File: src/verilog/uoc_regs.svh
`ifndef UOC_REGS_SVH
`define UOC_REGS_SVH

// transceiver register addresses (read at all three, write/set/clear one each)
`define UOC_OTG_WR 6'h0a
`define UOC_OTG_SET 6'h0b
`define UOC_OTG_CLR 6'h0c
`define UOC_RISE_WR 6'h0d
`define UOC_RISE_SET 6'h0e
`define UOC_RISE_CLR 6'h0f
`define UOC_OTG_RESET 8'h06
`define UOC_RISE_RESET 8'h1f

// otg_control fields
`define UOC_EXT_VALID_SEL 7
`define UOC_EXT_SWITCH_ON 6
`define UOC_INT_SUPPLY_ON 5
`define UOC_CHARGE 4
`define UOC_DISCHARGE 3
`define UOC_MINUS_PD 2
`define UOC_PLUS_PD 1
`define UOC_RESERVED0 0

// event source / rising enable fields
`define UOC_SRC_SESSION_END_FLAG 3
`define UOC_SRC_SESS_OK 2
`define UOC_SRC_BUS_OK 1
`define UOC_SRC_HOST_DET 0

// link controller apb registers
`define UOC_APB_CMD 8'h00
`define UOC_APB_STAT 8'h04
`define UOC_APB_INT_STAT 8'h08
`define UOC_APB_INT_MASK 8'h0c
`define UOC_APB_CTRL 8'h10
`define UOC_INT_DONE 0
`define UOC_INT_RXCMD 1
`define UOC_INT_REFUSED 2

// both data lines held low before a charge pulse
`define UOC_SE0_HOLD_US 2000
`define UOC_CLK_KHZ 20000
`define UOC_SE0_HOLD_CYC (`UOC_SE0_HOLD_US * `UOC_CLK_KHZ / 1000)

`endif

File: src/verilog/uoc_pkg.sv
package uoc_pkg;
    typedef enum logic [1:0] {
        UOC_OP_READ,
        UOC_OP_WRITE,
        UOC_OP_SET,
        UOC_OP_CLEAR
    } uoc_op_e;

    typedef enum logic {
        UOC_LINK_IDLE,
        UOC_LINK_BUSY
    } uoc_link_state_e;

    typedef logic [7:0] uoc_byte_t;
endpackage

File: src/verilog/uoc_if.sv
`timescale 1ns/1ps
interface uoc_if;
    // register access, link to transceiver
    logic regReq;
    logic [5:0] regAddr;
    logic regWrite;
    logic [7:0] regWdata;
    // answers and event bytes, transceiver to link
    logic regAck;
    logic [7:0] regRdata;
    logic rxValid;
    logic [7:0] rxData;

    modport dev (input regReq, regAddr, regWrite, regWdata, output regAck, regRdata, rxValid, rxData);
    modport link (output regReq, regAddr, regWrite, regWdata, input regAck, regRdata, rxValid, rxData);
endinterface

File: src/verilog/uoc_link.sv
`timescale 1ns/1ps
`include "uoc_regs.svh"

// Notes on behaviour
// - otg control: read 0a-0c, write/set/clear
// - bit 7 picks comparator or fault pin
// - bit 6 drives switch pin low
// - bit 5 asks internal 5 V supply
// - bit 4 charges bus power
// - charge only after discharge and 2 ms low
// - discharge until session end rises, then clear
// - bit 2 minus line pull-down, reset 1
// - bit 1 plus line pull-down, reset 1
// - never write one to bit 0
// - rising enable gates events and event bytes
// - rising enable resets to 1f
// - rising enable set 0e, clear 0f
// - rising enable read 0d-0f, write 0d
// - enable bits: end, ok, power, detach
module uoc_link
    import uoc_pkg::*;
#(
    parameter int unsigned SE0_HOLD_CYC = `UOC_SE0_HOLD_CYC
)
(
    // clock, reset, enable
    input wire logic clk,
    input wire logic arst_n,
    input wire logic ce,
    // apb slave
    input wire logic psel,
    input wire logic penable,
    input wire logic pwrite,
    input wire logic [7:0] paddr,
    input wire logic [31:0] pwdata,
    output logic [31:0] prdata,
    output logic pready,
    output logic pslverr,
    // interrupt
    output logic irq,
    // transceiver side
    uoc_if.link ulpi
);
    uoc_link_state_e state_q, state_d;
    logic pready_q, pready_d;
    logic [31:0] prdata_q, prdata_d;
    logic [2:0] intStat_q, intStat_d, intMask_q, intMask_d, intSet;
    logic lineSe0_q, lineSe0_d;
    logic [15:0] se0Cnt_q, se0Cnt_d;
    logic sessEnd_q, sessEnd_d;
    logic stopPending_q, stopPending_d;
    logic [5:0] addr_q, addr_d;
    logic wr_q, wr_d;
    logic [7:0] wdata_q, wdata_d, rdata_q, rdata_d, lastRx_q, lastRx_d;
    logic irq_q;
    logic apbWr, apbRd, chargeOk, chargeAsk, cmdWrites, cmdHitsOtg;
    logic [5:0] cmdAddr, cmdTarget;
    logic [7:0] cmdData;
    logic [1:0] cmdOp;

    // writes land at the edge that samples pready high; reads are captured a cycle before it
    assign apbWr = psel && penable && pwrite && pready_q;
    assign apbRd = psel && penable && !pwrite && !pready_q;
    // command word: data, base address, operation
    assign cmdAddr = pwdata[13:8];
    assign cmdOp = pwdata[17:16];
    assign cmdWrites = (cmdOp != 2'(UOC_OP_READ));
    // set and clear land on base+1 and base+2
    assign cmdTarget = (cmdOp == 2'(UOC_OP_SET)) ? cmdAddr + 6'h01 :
        (cmdOp == 2'(UOC_OP_CLEAR)) ? cmdAddr + 6'h02 : cmdAddr;
    // judged on the final address, so no mix of base and operation slips past the guards
    assign cmdHitsOtg = cmdWrites && (cmdTarget == `UOC_OTG_WR || cmdTarget == `UOC_OTG_SET);
    // reserved bit 0 is forced low on every otg control write or set
    assign cmdData = cmdHitsOtg ? {pwdata[7:1], 1'b0} : pwdata[7:0];
    // charging needs a discharged bus and the lines low for the whole hold time
    assign chargeAsk = cmdHitsOtg && pwdata[`UOC_CHARGE];
    assign chargeOk = sessEnd_q && (se0Cnt_q >= 16'(SE0_HOLD_CYC));

    always_comb begin
        state_d = state_q;
        pready_d = psel && penable && !pready_q;
        prdata_d = prdata_q;
        intSet = 3'h0;
        intMask_d = intMask_q;
        lineSe0_d = lineSe0_q;
        // saturates at the hold time so it never wraps while the lines stay low
        se0Cnt_d = !lineSe0_q ? 16'h0000 : (se0Cnt_q >= 16'(SE0_HOLD_CYC) ? se0Cnt_q : se0Cnt_q + 16'h0001);
        sessEnd_d = sessEnd_q;
        stopPending_d = stopPending_q;
        addr_d = addr_q;
        wr_d = wr_q;
        wdata_d = wdata_q;
        rdata_d = rdata_q;
        lastRx_d = lastRx_q;
        // every event byte is kept; its session-end bit stands for a discharged bus
        if (ulpi.rxValid) begin
            lastRx_d = ulpi.rxData;
            intSet[`UOC_INT_RXCMD] = 1'b1;
            sessEnd_d = ulpi.rxData[`UOC_SRC_SESSION_END_FLAG];
            if (ulpi.rxData[`UOC_SRC_SESSION_END_FLAG] && !sessEnd_q) begin
                stopPending_d = 1'b1;
            end
        end
        // a command written while busy is dropped, so software polls the busy flag first
        unique case (state_q)
            UOC_LINK_IDLE: begin
                if (apbWr && paddr == `UOC_APB_CMD) begin
                    if (chargeAsk && !chargeOk) begin
                        intSet[`UOC_INT_REFUSED] = 1'b1;
                    end else begin
                        state_d = UOC_LINK_BUSY;
                        wr_d = cmdWrites;
                        addr_d = cmdTarget;
                        wdata_d = cmdData;
                    end
                end else if (stopPending_q) begin
                    // the link ends the discharge itself, software need not watch event bytes
                    stopPending_d = ulpi.rxValid && ulpi.rxData[`UOC_SRC_SESSION_END_FLAG] && !sessEnd_q;
                    state_d = UOC_LINK_BUSY;
                    wr_d = 1'b1;
                    addr_d = `UOC_OTG_CLR;
                    wdata_d = 8'h01 << `UOC_DISCHARGE;
                end
            end
            UOC_LINK_BUSY: begin
                if (ulpi.regAck) begin
                    state_d = UOC_LINK_IDLE;
                    // read data stands from the acknowledge cycle until the next access, and is caught in the acknowledge cycle
                    rdata_d = ulpi.regRdata;
                    intSet[`UOC_INT_DONE] = 1'b1;
                end
            end
        endcase
        // set wins over a simultaneous write-one-to-clear
        intStat_d = intStat_q;
        if (apbWr && paddr == `UOC_APB_INT_STAT) begin
            intStat_d = intStat_q & ~pwdata[2:0];
        end
        intStat_d = intStat_d | intSet;
        // mask has the same layout as the status
        if (apbWr && paddr == `UOC_APB_INT_MASK) begin
            intMask_d = pwdata[2:0];
        end
        // software reports here whether both data lines sit in single-ended zero
        if (apbWr && paddr == `UOC_APB_CTRL) begin
            lineSe0_d = pwdata[0];
        end
        if (apbRd) begin
            // status word: event byte, read data, then stop, session end, charge ok, busy
            unique case (paddr)
                `UOC_APB_STAT: prdata_d = {8'h00, lastRx_q, rdata_q, 4'h0, stopPending_q, sessEnd_q, chargeOk,
                    state_q == UOC_LINK_BUSY};
                `UOC_APB_INT_STAT: prdata_d = {29'h0, intStat_q};
                `UOC_APB_INT_MASK: prdata_d = {29'h0, intMask_q};
                `UOC_APB_CTRL: prdata_d = {31'h0, lineSe0_q};
                default: prdata_d = 32'h0000_0000;
            endcase
        end
    end

    always_ff @(posedge clk or negedge arst_n) begin
        if (!arst_n) begin
            state_q <= UOC_LINK_IDLE;
            pready_q <= 1'b0;
            prdata_q <= 32'h0000_0000;
            intStat_q <= 3'h0;
            intMask_q <= 3'h0;
            lineSe0_q <= 1'b0;
            se0Cnt_q <= 16'h0000;
            sessEnd_q <= 1'b0;
            stopPending_q <= 1'b0;
            addr_q <= 6'h00;
            wr_q <= 1'b0;
            wdata_q <= 8'h00;
            rdata_q <= 8'h00;
            lastRx_q <= 8'h00;
            irq_q <= 1'b0;
        end else if (ce) begin
            state_q <= state_d;
            pready_q <= pready_d;
            prdata_q <= prdata_d;
            intStat_q <= intStat_d;
            intMask_q <= intMask_d;
            lineSe0_q <= lineSe0_d;
            se0Cnt_q <= se0Cnt_d;
            sessEnd_q <= sessEnd_d;
            stopPending_q <= stopPending_d;
            addr_q <= addr_d;
            wr_q <= wr_d;
            wdata_q <= wdata_d;
            rdata_q <= rdata_d;
            lastRx_q <= lastRx_d;
            // next-state values, so irq rises in step with the status bit
            irq_q <= |(intStat_d & intMask_d);
        end
    end

    // the request stands for the whole busy state and drops the cycle after the acknowledge
    assign ulpi.regReq = (state_q == UOC_LINK_BUSY);
    assign ulpi.regAddr = addr_q;
    assign ulpi.regWrite = wr_q;
    assign ulpi.regWdata = wdata_q;
    assign prdata = prdata_q;
    assign pready = pready_q;
    // every access completes; there is no error response
    assign pslverr = 1'b0;
    assign irq = irq_q;
endmodule

File: src/flat_wrapper.sv
// flat-port wrapper written by rule: the top's interface ports become plain ports
module uoc_link_flat import uoc_pkg::*;
#(
    parameter int unsigned SE0_HOLD_CYC = `UOC_SE0_HOLD_CYC
)
  (clk, arst_n, ce, psel, penable, pwrite, paddr, pwdata, prdata, pready, pslverr, irq, ulpi_regReq, ulpi_regAddr, ulpi_regWrite, ulpi_regWdata, ulpi_regAck, ulpi_regRdata, ulpi_rxValid, ulpi_rxData);
  uoc_if ulpi_i ();
  input wire logic clk;
  input wire logic arst_n;
  input wire logic ce;
  input wire logic psel;
  input wire logic penable;
  input wire logic pwrite;
  input wire logic [7:0] paddr;
  input wire logic [31:0] pwdata;
  output logic [31:0] prdata;
  output logic pready;
  output logic pslverr;
  output logic irq;
  output wire logic [$bits(ulpi_i.regReq)-1:0] ulpi_regReq;
  output wire logic [$bits(ulpi_i.regAddr)-1:0] ulpi_regAddr;
  output wire logic [$bits(ulpi_i.regWrite)-1:0] ulpi_regWrite;
  output wire logic [$bits(ulpi_i.regWdata)-1:0] ulpi_regWdata;
  input wire logic [$bits(ulpi_i.regAck)-1:0] ulpi_regAck;
  input wire logic [$bits(ulpi_i.regRdata)-1:0] ulpi_regRdata;
  input wire logic [$bits(ulpi_i.rxValid)-1:0] ulpi_rxValid;
  input wire logic [$bits(ulpi_i.rxData)-1:0] ulpi_rxData;
  assign ulpi_regReq = ulpi_i.regReq;
  assign ulpi_regAddr = ulpi_i.regAddr;
  assign ulpi_regWrite = ulpi_i.regWrite;
  assign ulpi_regWdata = ulpi_i.regWdata;
  assign ulpi_i.regAck = ulpi_regAck;
  assign ulpi_i.regRdata = ulpi_regRdata;
  assign ulpi_i.rxValid = ulpi_rxValid;
  assign ulpi_i.rxData = ulpi_rxData;
  uoc_link #(.SE0_HOLD_CYC(SE0_HOLD_CYC)) u_core (.clk(clk), .arst_n(arst_n), .ce(ce), .psel(psel), .penable(penable), .pwrite(pwrite), .paddr(paddr), .pwdata(pwdata), .prdata(prdata), .pready(pready), .pslverr(pslverr), .irq(irq), .ulpi(ulpi_i));
endmodule
File: config.mk
export PLATFORM = sky130hd
export DESIGN_NAME = uoc_link_flat
export DESIGN_NICKNAME = d
export VERILOG_FILES = /design/src/verilog/uoc_pkg.sv /design/src/verilog/uoc_if.sv /design/src/verilog/uoc_link.sv /design/src/flat_wrapper.sv
export VERILOG_INCLUDE_DIRS = /design/src /design/src/verilog
export SDC_FILE = /design/constraint.sdc
export NUM_CORES = 1
export LEC_CHECK = 0
export BUFFER_PORTS_ARGS = -buffer_cell sky130_fd_sc_hd__buf_2
export CORE_MARGIN = 8
export CORE_UTILIZATION = 53
export DETAILED_ROUTE_END_ITERATION = 12
export PLACE_DENSITY = 0.79
export REMOVE_ABC_BUFFERS = 1
export SYNTH_ARGS = -nofsm -noshare
export SYNTH_HDL_FRONTEND = slang
export SYNTH_SLANG_ARGS = --single-unit
File: constraint.sdc
create_clock -name clk -period 3 [get_ports clk]
set_input_delay 0.45 -clock clk [delete_from_list [all_inputs] [get_ports clk]]
set_output_delay 0.45 -clock clk [all_outputs]
set_load 0.01 [all_outputs]
Yosys cells after proc, flatten, opt, wreduce, memory -nomap -nowiden
Index checks and enable logic that the tools add are counted.
{ "word_totals": {"register_bits": 91, "latch_bits": 0, "ram_bits": 0, "rom_bits": 0, "inputBits": 64, "out_inout_bits": 51, "elab_cells": 99, "memories": 0} }
{ "classes": {"n_addsub": 3, "n_mul": 0, "div": 0, "n_lt_le_gt_ge": 1, "n_eq_ne": 10, "shifts": 0, "n_mux": 33, "bitwise_logic": 5, "n_reduce_logical": 32} }
{ "op_table": {"columns": ["op", "count"], "rows": [
  ["case mux 24 bit (4 select lines)", 1],
  ["two-way mux 16 bit", 2],
  ["two-way mux 6 bit", 5],
  ["two-way mux 8 bit", 3],
  ["two-way mux 1 bit", 19],
  ["logical AND 1 bit", 17],
  ["adder 16 x 1 -> 16 bit (second input constant)", 1],
  ["== test 8 x 4 -> 1 bit (second input constant)", 2],
  ["greater-or-equal comparator 16 bit (second input constant)", 1],
  ["== test 6 x 4 -> 1 bit (second input constant)", 2],
  ["== test 8 x 3 -> 1 bit (second input constant)", 1],
  ["== test 8 x 5 -> 1 bit (second input constant)", 1],
  ["zero test 8 bit", 1],
  ["AND reduction 2 bit", 4],
  ["adder 6 x 1 -> 6 bit (second input constant)", 1],
  ["adder 6 x 2 -> 6 bit (second input constant)", 1],
  ["AND 3 bit", 2],
  ["two-way mux 3 bit", 2],
  ["== test 2 bit (second input constant)", 2],
  ["zero test 1 bit", 4],
  ["inequality test 2 bit (second input constant)", 2],
  ["AND reduction 4 bit", 1],
  ["nonzero test 2 bit", 2],
  ["inverter 3 bit", 1],
  ["other kinds (6)", 6]
]} }

Logic depth before layout (Yosys ltp)
Gate-level depths: netlist (run 1).
{ "depth": {"ltp_word": 14, "depth_mapped": 7, "mapped_depth_nobuf": 6} }

Worst setup path before layout (run 1)
Ideal clock, no wire load.
{ "synth_timing": {"path_kind": "register -> register", "from": "reg u_core.se0Cnt_q[9]", "to": "reg u_core.se0Cnt_q[9]", "setup_time_ps": 119, "arrival_time_ps": 2104, "required_ps": 2881, "setup_slack_ps": 777, "stages_incl_launch_ff": 7, "path_buffers": 1, "synth_period_minus_slack_ps": 2223, "path_cell_list": "dfrtp_1 > or4_1 > a211o_1 > a31o_1 > buf_2 > o31a_1 > o21a_1"} }
{ "synth_between": {"elab_chain_cells": 3, "word_cells_on_any_way": 6, "classes_between": "add/sub (1); order compare (1); eq/ne (1); mux (2); reduce/logical (1)"} }
{ "synth_lines": {"columns": ["element", "line_no", "rtl"], "rows": [
  ["from (decl)", "uoc_link.sv:49", "logic [15:0] se0Cnt_q, se0Cnt_d;"],
  ["from (signal assigned)", "uoc_link.sv:185", "se0Cnt_q <= se0Cnt_d;"],
  ["adder 16 x 1 -> 16 bit / greater-or-equal comparator 16 bit (equally long branches)", "uoc_link.sv:87", "se0Cnt_d = !lineSe0_q ? 16'h0000 : (se0Cnt_q >= 16'(SE0_HOLD_CYC) ? se0Cnt_q : se0Cnt_q + 16'h0001);"],
  ["two-way mux 16 bit / inequality test 2 bit (equally long branches)", null, null],
  ["two-way mux 16 bit / AND reduction 2 bit (equally long branches)", null, null]
]} }
Parallel ways exist; a longest one is shown, timed or not. The select of a mux whose other input is x is not followed.
A chain may end at the register's enable or synchronous reset.

Final worst setup path (run 1)
{ "layout_timing": {"from": "reg u_core.se0Cnt_q[9]", "to": "reg u_core.se0Cnt_q[7]"} }
{ "layout_between": {"elab_chain_cells": 3} }
{ "layout_lines": {"columns": ["element", "line_no"], "rows": [
  ["greater-or-equal comparator 16 bit", "uoc_link.sv:87"],
  ["inequality test 2 bit (no line)", null],
  ["AND reduction 2 bit (no line)", null]
]} }
Every way passes these cells.

==> reports/qor.txt, run 1 <==
#FFs+latches synth - 78
Port bufs - 85
Pre-Repair DR Iteration Count - 5
Fraction of registers with async set/reset - 100%
Global route total overflow - 0
Gate Count Post-Synth - 447
Placed insts - 622
Vias after detailed routing - 3802
Power Dens Cells - 522 mW/mm^2
Synth area leaders - dfrtp_1, nand2_1, o21ai_0
Post-synth top flop - dfrtp_1
Placer Congestion - 0.904
H-Tree Level Count - 3
Leak Pwr - 0.00226 uW
Largest net degree at the start of global routing - 79
Vias in the first global route - 3777
Final setup vio count - 0
Wire per inst - 16.8 um
Clock latency at the later pin of the worst-skew pair - 0.35 ns
Clk_skew - 0.00763 ns
Top Ports - 115
Worst Path Arrival - 2.85 ns
Area growth syn-to-layout - 16.7%
Cell variety after synth - 57
Most frequent cells in the layout - buf_2, nand2_1, dfrtp_1
CP required - 3.28 ns
Post-cts repair resize count - 0
Clock sink total - 78
Initial Utilization - 54.3%
ANT cells - 0
Commonest non-fill, non-tap cell in the layout - buf_2
Yosys warnings - 0
Hold crit path type - in2async
Die area - 0.0110 mm^2
Hpwl dp - 7940 um
Tcrit/Tclk final - 85.8%
Max-slew violation count - 0
Unrepaired setup endpoints after global routing - false
CP max FO - 19
Startpoint Class - flip-flop
Initial drt markers - 241
Post-synth top area share - 46.8%
Max clock buf depth - 2
Post-CTS Setup Bufs - 0
Final Hold Vio Count - 0
Routed Antenna Nets - 0
DRC viols - 0
Root Buffer - clkbuf_8
FF-to-FF setup slack - 0.43 ns
TritonCTS Buffers - 9
WS Path Type - reg2reg
Slew HR - 34.8%
Final core occ - 63.3%
Max_cap viols - 0
Crit path time final - 2.57 ns
Cts hold-fix bufs - 0
Synthesized cell area - 0.00417 mm^2
Post-synth EDFFs - 0
WL final - 10700 um
Sequential element share of the synthesized area - 46.8%
Die H - 105 um
Site row count - 32
Share of cells above drive strength 1 - 24.4%
Via density - 5.96
VDD IR max - 0.426 mV
Die width - 105 um
TritonCTS clock tree - built
Fin cells - 638
Fin Setup TNS - 0 ns
Core area - 0.00769 mm^2
Area leader, netlist - dfrtp_1
Initial antenna violation count - 0
Fmax - 389 MHz
Layout fillers - 648
Mean post-synth cell area - 9.34 um^2
Status - finished clean
GR Util All Layers - 19.5%
Layout Nets - 599
Reg clk slew, reported paths - 0.08 ns
CP Capture Type - flip-flop
Worst Max-Slew Pin Slew - 0.978 ns
First-pass GRT wire length - 17900 um
where the power goes:
| group | internal, uW | leakage (uW) | switching, uW | total [uW] |
|---|---|---|---|---|
| registers | 1190 | 0.000993 | 118 | 1310 |
| logic | 194 | 0.00117 | 233 | 427 |
| clock network | 395 | 0.0000980 | 414 | 810 |
| total | 1780 | 0.00226 | 765 | 2540 |
worst paths after layout:
kind	start	end	cells past startpoint
max in group asynchronous	arst_n	u_core.ulpi.regWdata[0]$_DFFE_PN0P_	1
min reg2reg	u_core.prdata[16]$_DFFE_PN0P_	u_core.prdata[16]$_DFFE_PN0P_	2
max reg2reg	u_core.se0Cnt_q[9]$_DFFE_PN0P_	u_core.se0Cnt_q[7]$_DFFE_PN0P_	5
max	u_core.se0Cnt_q[9]$_DFFE_PN0P_	u_core.se0Cnt_q[7]$_DFFE_PN0P_	5
min	arst_n	u_core.se0Cnt_q[5]$_DFFE_PN0P_	1
min in group clk	ulpi_regRdata[0]	u_core.rdata_q[0]$_DFFE_PN0P_	2
worst max-delay path, stage by stage, from the launching register on:
cell and delay [ns]:
dfrtp_1 0.41, or4_1 0.54, a211o_1 0.38, a31o_1 0.44
or4_1 0.56, a21oi_1 0.17
logic make-up (layout without fill, tap and decap cells):
kind of cell	Yosys count	in the layout	share of synthesized area, %
and+or+nand+nor	186	186	21.8
AOI/OAI and AO/OA	110	110	17.9
DFF	78	78	46.8
buffers and inverters	38	115	4.65
muxes	25	25	6.51
xor gates and xnor gates	5	5	1.05
adders and majority gates	4	4	1.20
other	1	13	0.0899
Yosys cell counts (6+ instances only):
master / n
mux2_2: 17
nor3_1: 6
buf_4: 13
inv_1: 7
o21ai_0: 40
mux2i_1: 8
nor2_1: 20
and3_1: 7
a21oi_1: 14
o31ai_1: 10
clkbuf_1: 14
dfrtp_1: 78
nand3_1: 31
o41a_1: 7
or4_1: 7
nand2_1: 78
through the flow:
step           power [uW]  cell area (um^2)  worst slack (ns)  hold slack, ns
4_1_cts              2550              4870             0.428           0.277
3_5_place_dp         1750              4660             0.456           0.451
6_report             2540              4870             0.426           0.243
5_1_grt              2660              4870             0.311           0.311
3_3_place_gp         1720              4660             0.511           0.446
2_1_floorplan        1560              4050             0.643           0.154
flip-flops by register name, summed over array words and instances, names as in the netlist:
register,cells
u_core.rdata_q,8
u_core.se0Cnt_q,16
u_core.ulpi.regWrite,1
u_core.intMask_q,3
u_core.lineSe0_q,1
u_core.pready,1
u_core.lastRx_q,8
u_core.irq,1
u_core.ulpi.regAddr,6
u_core.intStat_q,3
u_core.ulpi.regReq,1
u_core.prdata,20
u_core.stopPending_q,1
u_core.ulpi.regWdata,8
cell type report:
type                    count  area [um^2]  share of cell area (%)
inverters                   7         26.3                   0.540
clock buffers               9          124                    2.54
multi-input cells         343         2080                    42.7
clock inverters             7         82.6                    1.70
flip-flops and latches     78         1950                    40.1
well taps                 102          128                    2.62
repair buffers             92          480                    9.87
layer usage:
layer	vias up	share of wire [%]	global-route usage, %
met5	-	0	0
met4	0	1.8	6.42
met3	21	6.2	5.28
met2	138	50	33.0
met1	1855	42	23.4
li1	1788	-	-
Power figures use the tool's default switching activity.
==> run 2, diff against run 1 <==
--- a/config.mk
+++ b/config.mk
@@ -8,9 +8,9 @@
 export LEC_CHECK = 0
 export BUFFER_PORTS_ARGS = -buffer_cell sky130_fd_sc_hd__buf_2
 export CORE_MARGIN = 8
-export CORE_UTILIZATION = 53
+export CORE_UTILIZATION = 42
 export DETAILED_ROUTE_END_ITERATION = 12
-export PLACE_DENSITY = 0.79
+export PLACE_DENSITY = 0.64
 export REMOVE_ABC_BUFFERS = 1
 export SYNTH_ARGS = -nofsm -noshare
 export SYNTH_HDL_FRONTEND = slang
==> reports/qor.txt, run 2 (synthesized netlist as in run 1, its figures left out) <==
CP Capture Type - flip-flop
Fmax - 381 MHz (-2.1%)
Layout fillers - 975 (+50%)
VDD IR max - 0.247 mV (-42%)
Status - finished clean
Clk_skew - 0.0133 ns (+0.00568 ns)
Post-CTS Setup Bufs - 0 (unchanged)
Die width - 116 um (+10%)
RR Startpoint - u_core.se0Cnt_q[9]$_DFFE_PN0P_
Crit path time final - 2.63 ns (+0.0542 ns)
Largest net degree at the start of global routing - 79 (unchanged)
Comb pwr share - 16.3% (-0.5 points)
Clock power share - 34.4% (+2.5 points)
Via density - 5.54 (-7.1%)
Final Hold Vio Count - 0 (unchanged)
Vias in the first global route - 3777 (unchanged)
Most frequent cells in the layout - buf_2, nand2_1, dfrtp_1
FF-to-FF setup slack - 0.37 ns (-0.05 ns)
Share of cells above drive strength 1 - 24.2% (-0.28 points)
Site row count - 36 (+13%)
Startpoint Class - flip-flop
Clock sink total - 78 (unchanged)
Worst Max-Slew Pin Slew - 1.00 ns (+0.0227 ns)
Global route total overflow - 0 (unchanged)
GR Util All Layers - 17.1% (-2.3 points)
Share of power burned in registers - 49.4% (-2.0 points)
Placed insts - 651 (+4.7%)
Root Buffer - clkbuf_8
Routed Antenna Nets - 0 (unchanged)
Initial Utilization - 42.9% (-11 points)
Core area - 0.00973 mm^2 (+27%)
Wire per inst - 16.4 um (-2.2%)
Pre-Repair DR Iteration Count - 4 (-1)
Max-slew violation count - 0 (unchanged)
Worst r2r path cells - 5 (unchanged)
First-pass GRT wire length - 18500 um (+3.0%)
WL final - 10900 um (+2.2%)
Cts hold-fix bufs - 0 (unchanged)
Met2 usage - 27.1% (-5.9 points)
TritonCTS clock tree - built
Vias after detailed routing - 3693 (-2.9%)
Crit path from - u_core.se0Cnt_q[9]$_DFFE_PN0P_
Capture point of the worst reg-to-reg path - u_core.se0Cnt_q[7]$_DFFE_PN0P_
Worst Path Arrival - 2.90 ns (+0.05 ns)
ANT cells - 0 (unchanged)
Busiest layer in global routing - met2
TritonCTS Buffers - 9 (unchanged)
CP max FO - 23 (+4)
Worst Setup EP - u_core.se0Cnt_q[7]$_DFFE_PN0P_
Hpwl dp - 8090 um (+1.9%)
Slew HR - 33.3% (-1.5 points)
Post-cts repair resize count - 0 (unchanged)
Die area - 0.0134 mm^2 (+22%)
M1 GR Usage - 23.0% (-0.48 points)
Tcrit/Tclk final - 87.6% (+1.8 points)
Unrepaired setup endpoints after global routing - false
Initial antenna violation count - 0 (unchanged)
Fin Setup TNS - 0 ns (unchanged)
Reg clk slew, reported paths - 0.08 ns (about the same)
Placer Congestion - 0.894 (-1.1%)
H-Tree Level Count - 3 (unchanged)
Switching Fraction - 29.4% (-0.72 points)
Sw Pwr - 774 uW (+1.1%)
WS Path Type - reg2reg
Commonest non-fill, non-tap cell in the layout - buf_2
Area growth syn-to-layout - 17.8%
Hold crit path type - in2async
DRC viols - 0 (unchanged)
Tot Pwr - 2630 uW (+3.6%)
Met3 Use GR - 4.12% (-1.2 points)
Max reg flops - 20 (unchanged)
Initial drt markers - 168 (-30%)
Power Dens Cells - 536 mW/mm^2 (+2.7%)
Top Ports - 115 (unchanged)
Final setup vio count - 0 (unchanged)
Max_cap viols - 0 (unchanged)
P_int - 1860 uW (+4.7%)
Die H - 116 um (+10%)
CP required - 3.27 ns (about the same)
Port bufs - 85 (unchanged)
Layout Nets - 597 (-0.33%)
Max clock buf depth - 2 (unchanged)
Clock latency at the later pin of the worst-skew pair - 0.35 ns (about the same)
Leak Pwr - 0.00226 uW (+0.11%)
Fin cells - 667 (+4.5%)
## run 2: stage by stage
step	hold WS (ns)	instance area, um^2	setup WS, ns	util [%]
after floorplan	0.154	4050	0.643	-
after global placement	0.445	4690	0.436	48.2
after detailed placement	0.450	4690	0.395	48.2
after CTS	0.289	4910	0.385	50.5
after global routing	0.305	4910	0.237	50.5
final	0.234	4910	0.372	50.5
## run 2: layout make-up
cell class / count / area [um^2] / area share (%)
clock buffers: 9 / 124 / 2.52
clock inverters: 7 / 103 / 2.09
multi-input cells: 343 / 2080 / 42.3
inverters: 7 / 26.3 / 0.535
well taps: 133 / 166 / 3.39
repair buffers: 90 / 465 / 9.47
flip-flops and latches: 78 / 1950 / 39.7
## run 2: power groups by stage
stage                     clock network, uW  registers, uW  logic (uW)
after CTS                               926           1300         434
after floorplan                           0           1300         255
after global routing                    964           1320         488
after global placement                    0           1310         418
after detailed placement                  0           1320         434
final                                   906           1300         428
## run 2: per-layer routing
layer	vias to the layer above	routed length [um]
met5	-	0
met4	0	124
met3	13	633
met2	100	5060
met1	1784	5110
li1	1796	-
## run 2: worst max-delay path: stages, from the launching register on
cell	delay, ns
dfrtp_1	0.41
or4_1	0.54
a211o_1	0.38
a31o_1	0.49
or4_1	0.60
a21oi_1	0.14
## run 2: how the worst min path moves through the flow
stage | from | end | slack (ns)
2_1_floorplan | arst_n | u_core.intMask_q[0]$_DFFE_PN0P_ | 0.15
3_3_place_gp | u_core.prdata[21]$_DFFE_PN0P_ | u_core.prdata[21]$_DFFE_PN0P_ | 0.45
3_5_place_dp | u_core.prdata[23]$_DFFE_PN0P_ | u_core.prdata[23]$_DFFE_PN0P_ | 0.45
4_1_cts | arst_n | u_core.ulpi.regWdata[7]$_DFFE_PN0P_ | 0.29
5_1_grt | ulpi_rxData[2] | u_core.lastRx_q[2]$_DFFE_PN0P_ | 0.30
6_report | arst_n | u_core.se0Cnt_q[6]$_DFFE_PN0P_ | 0.23
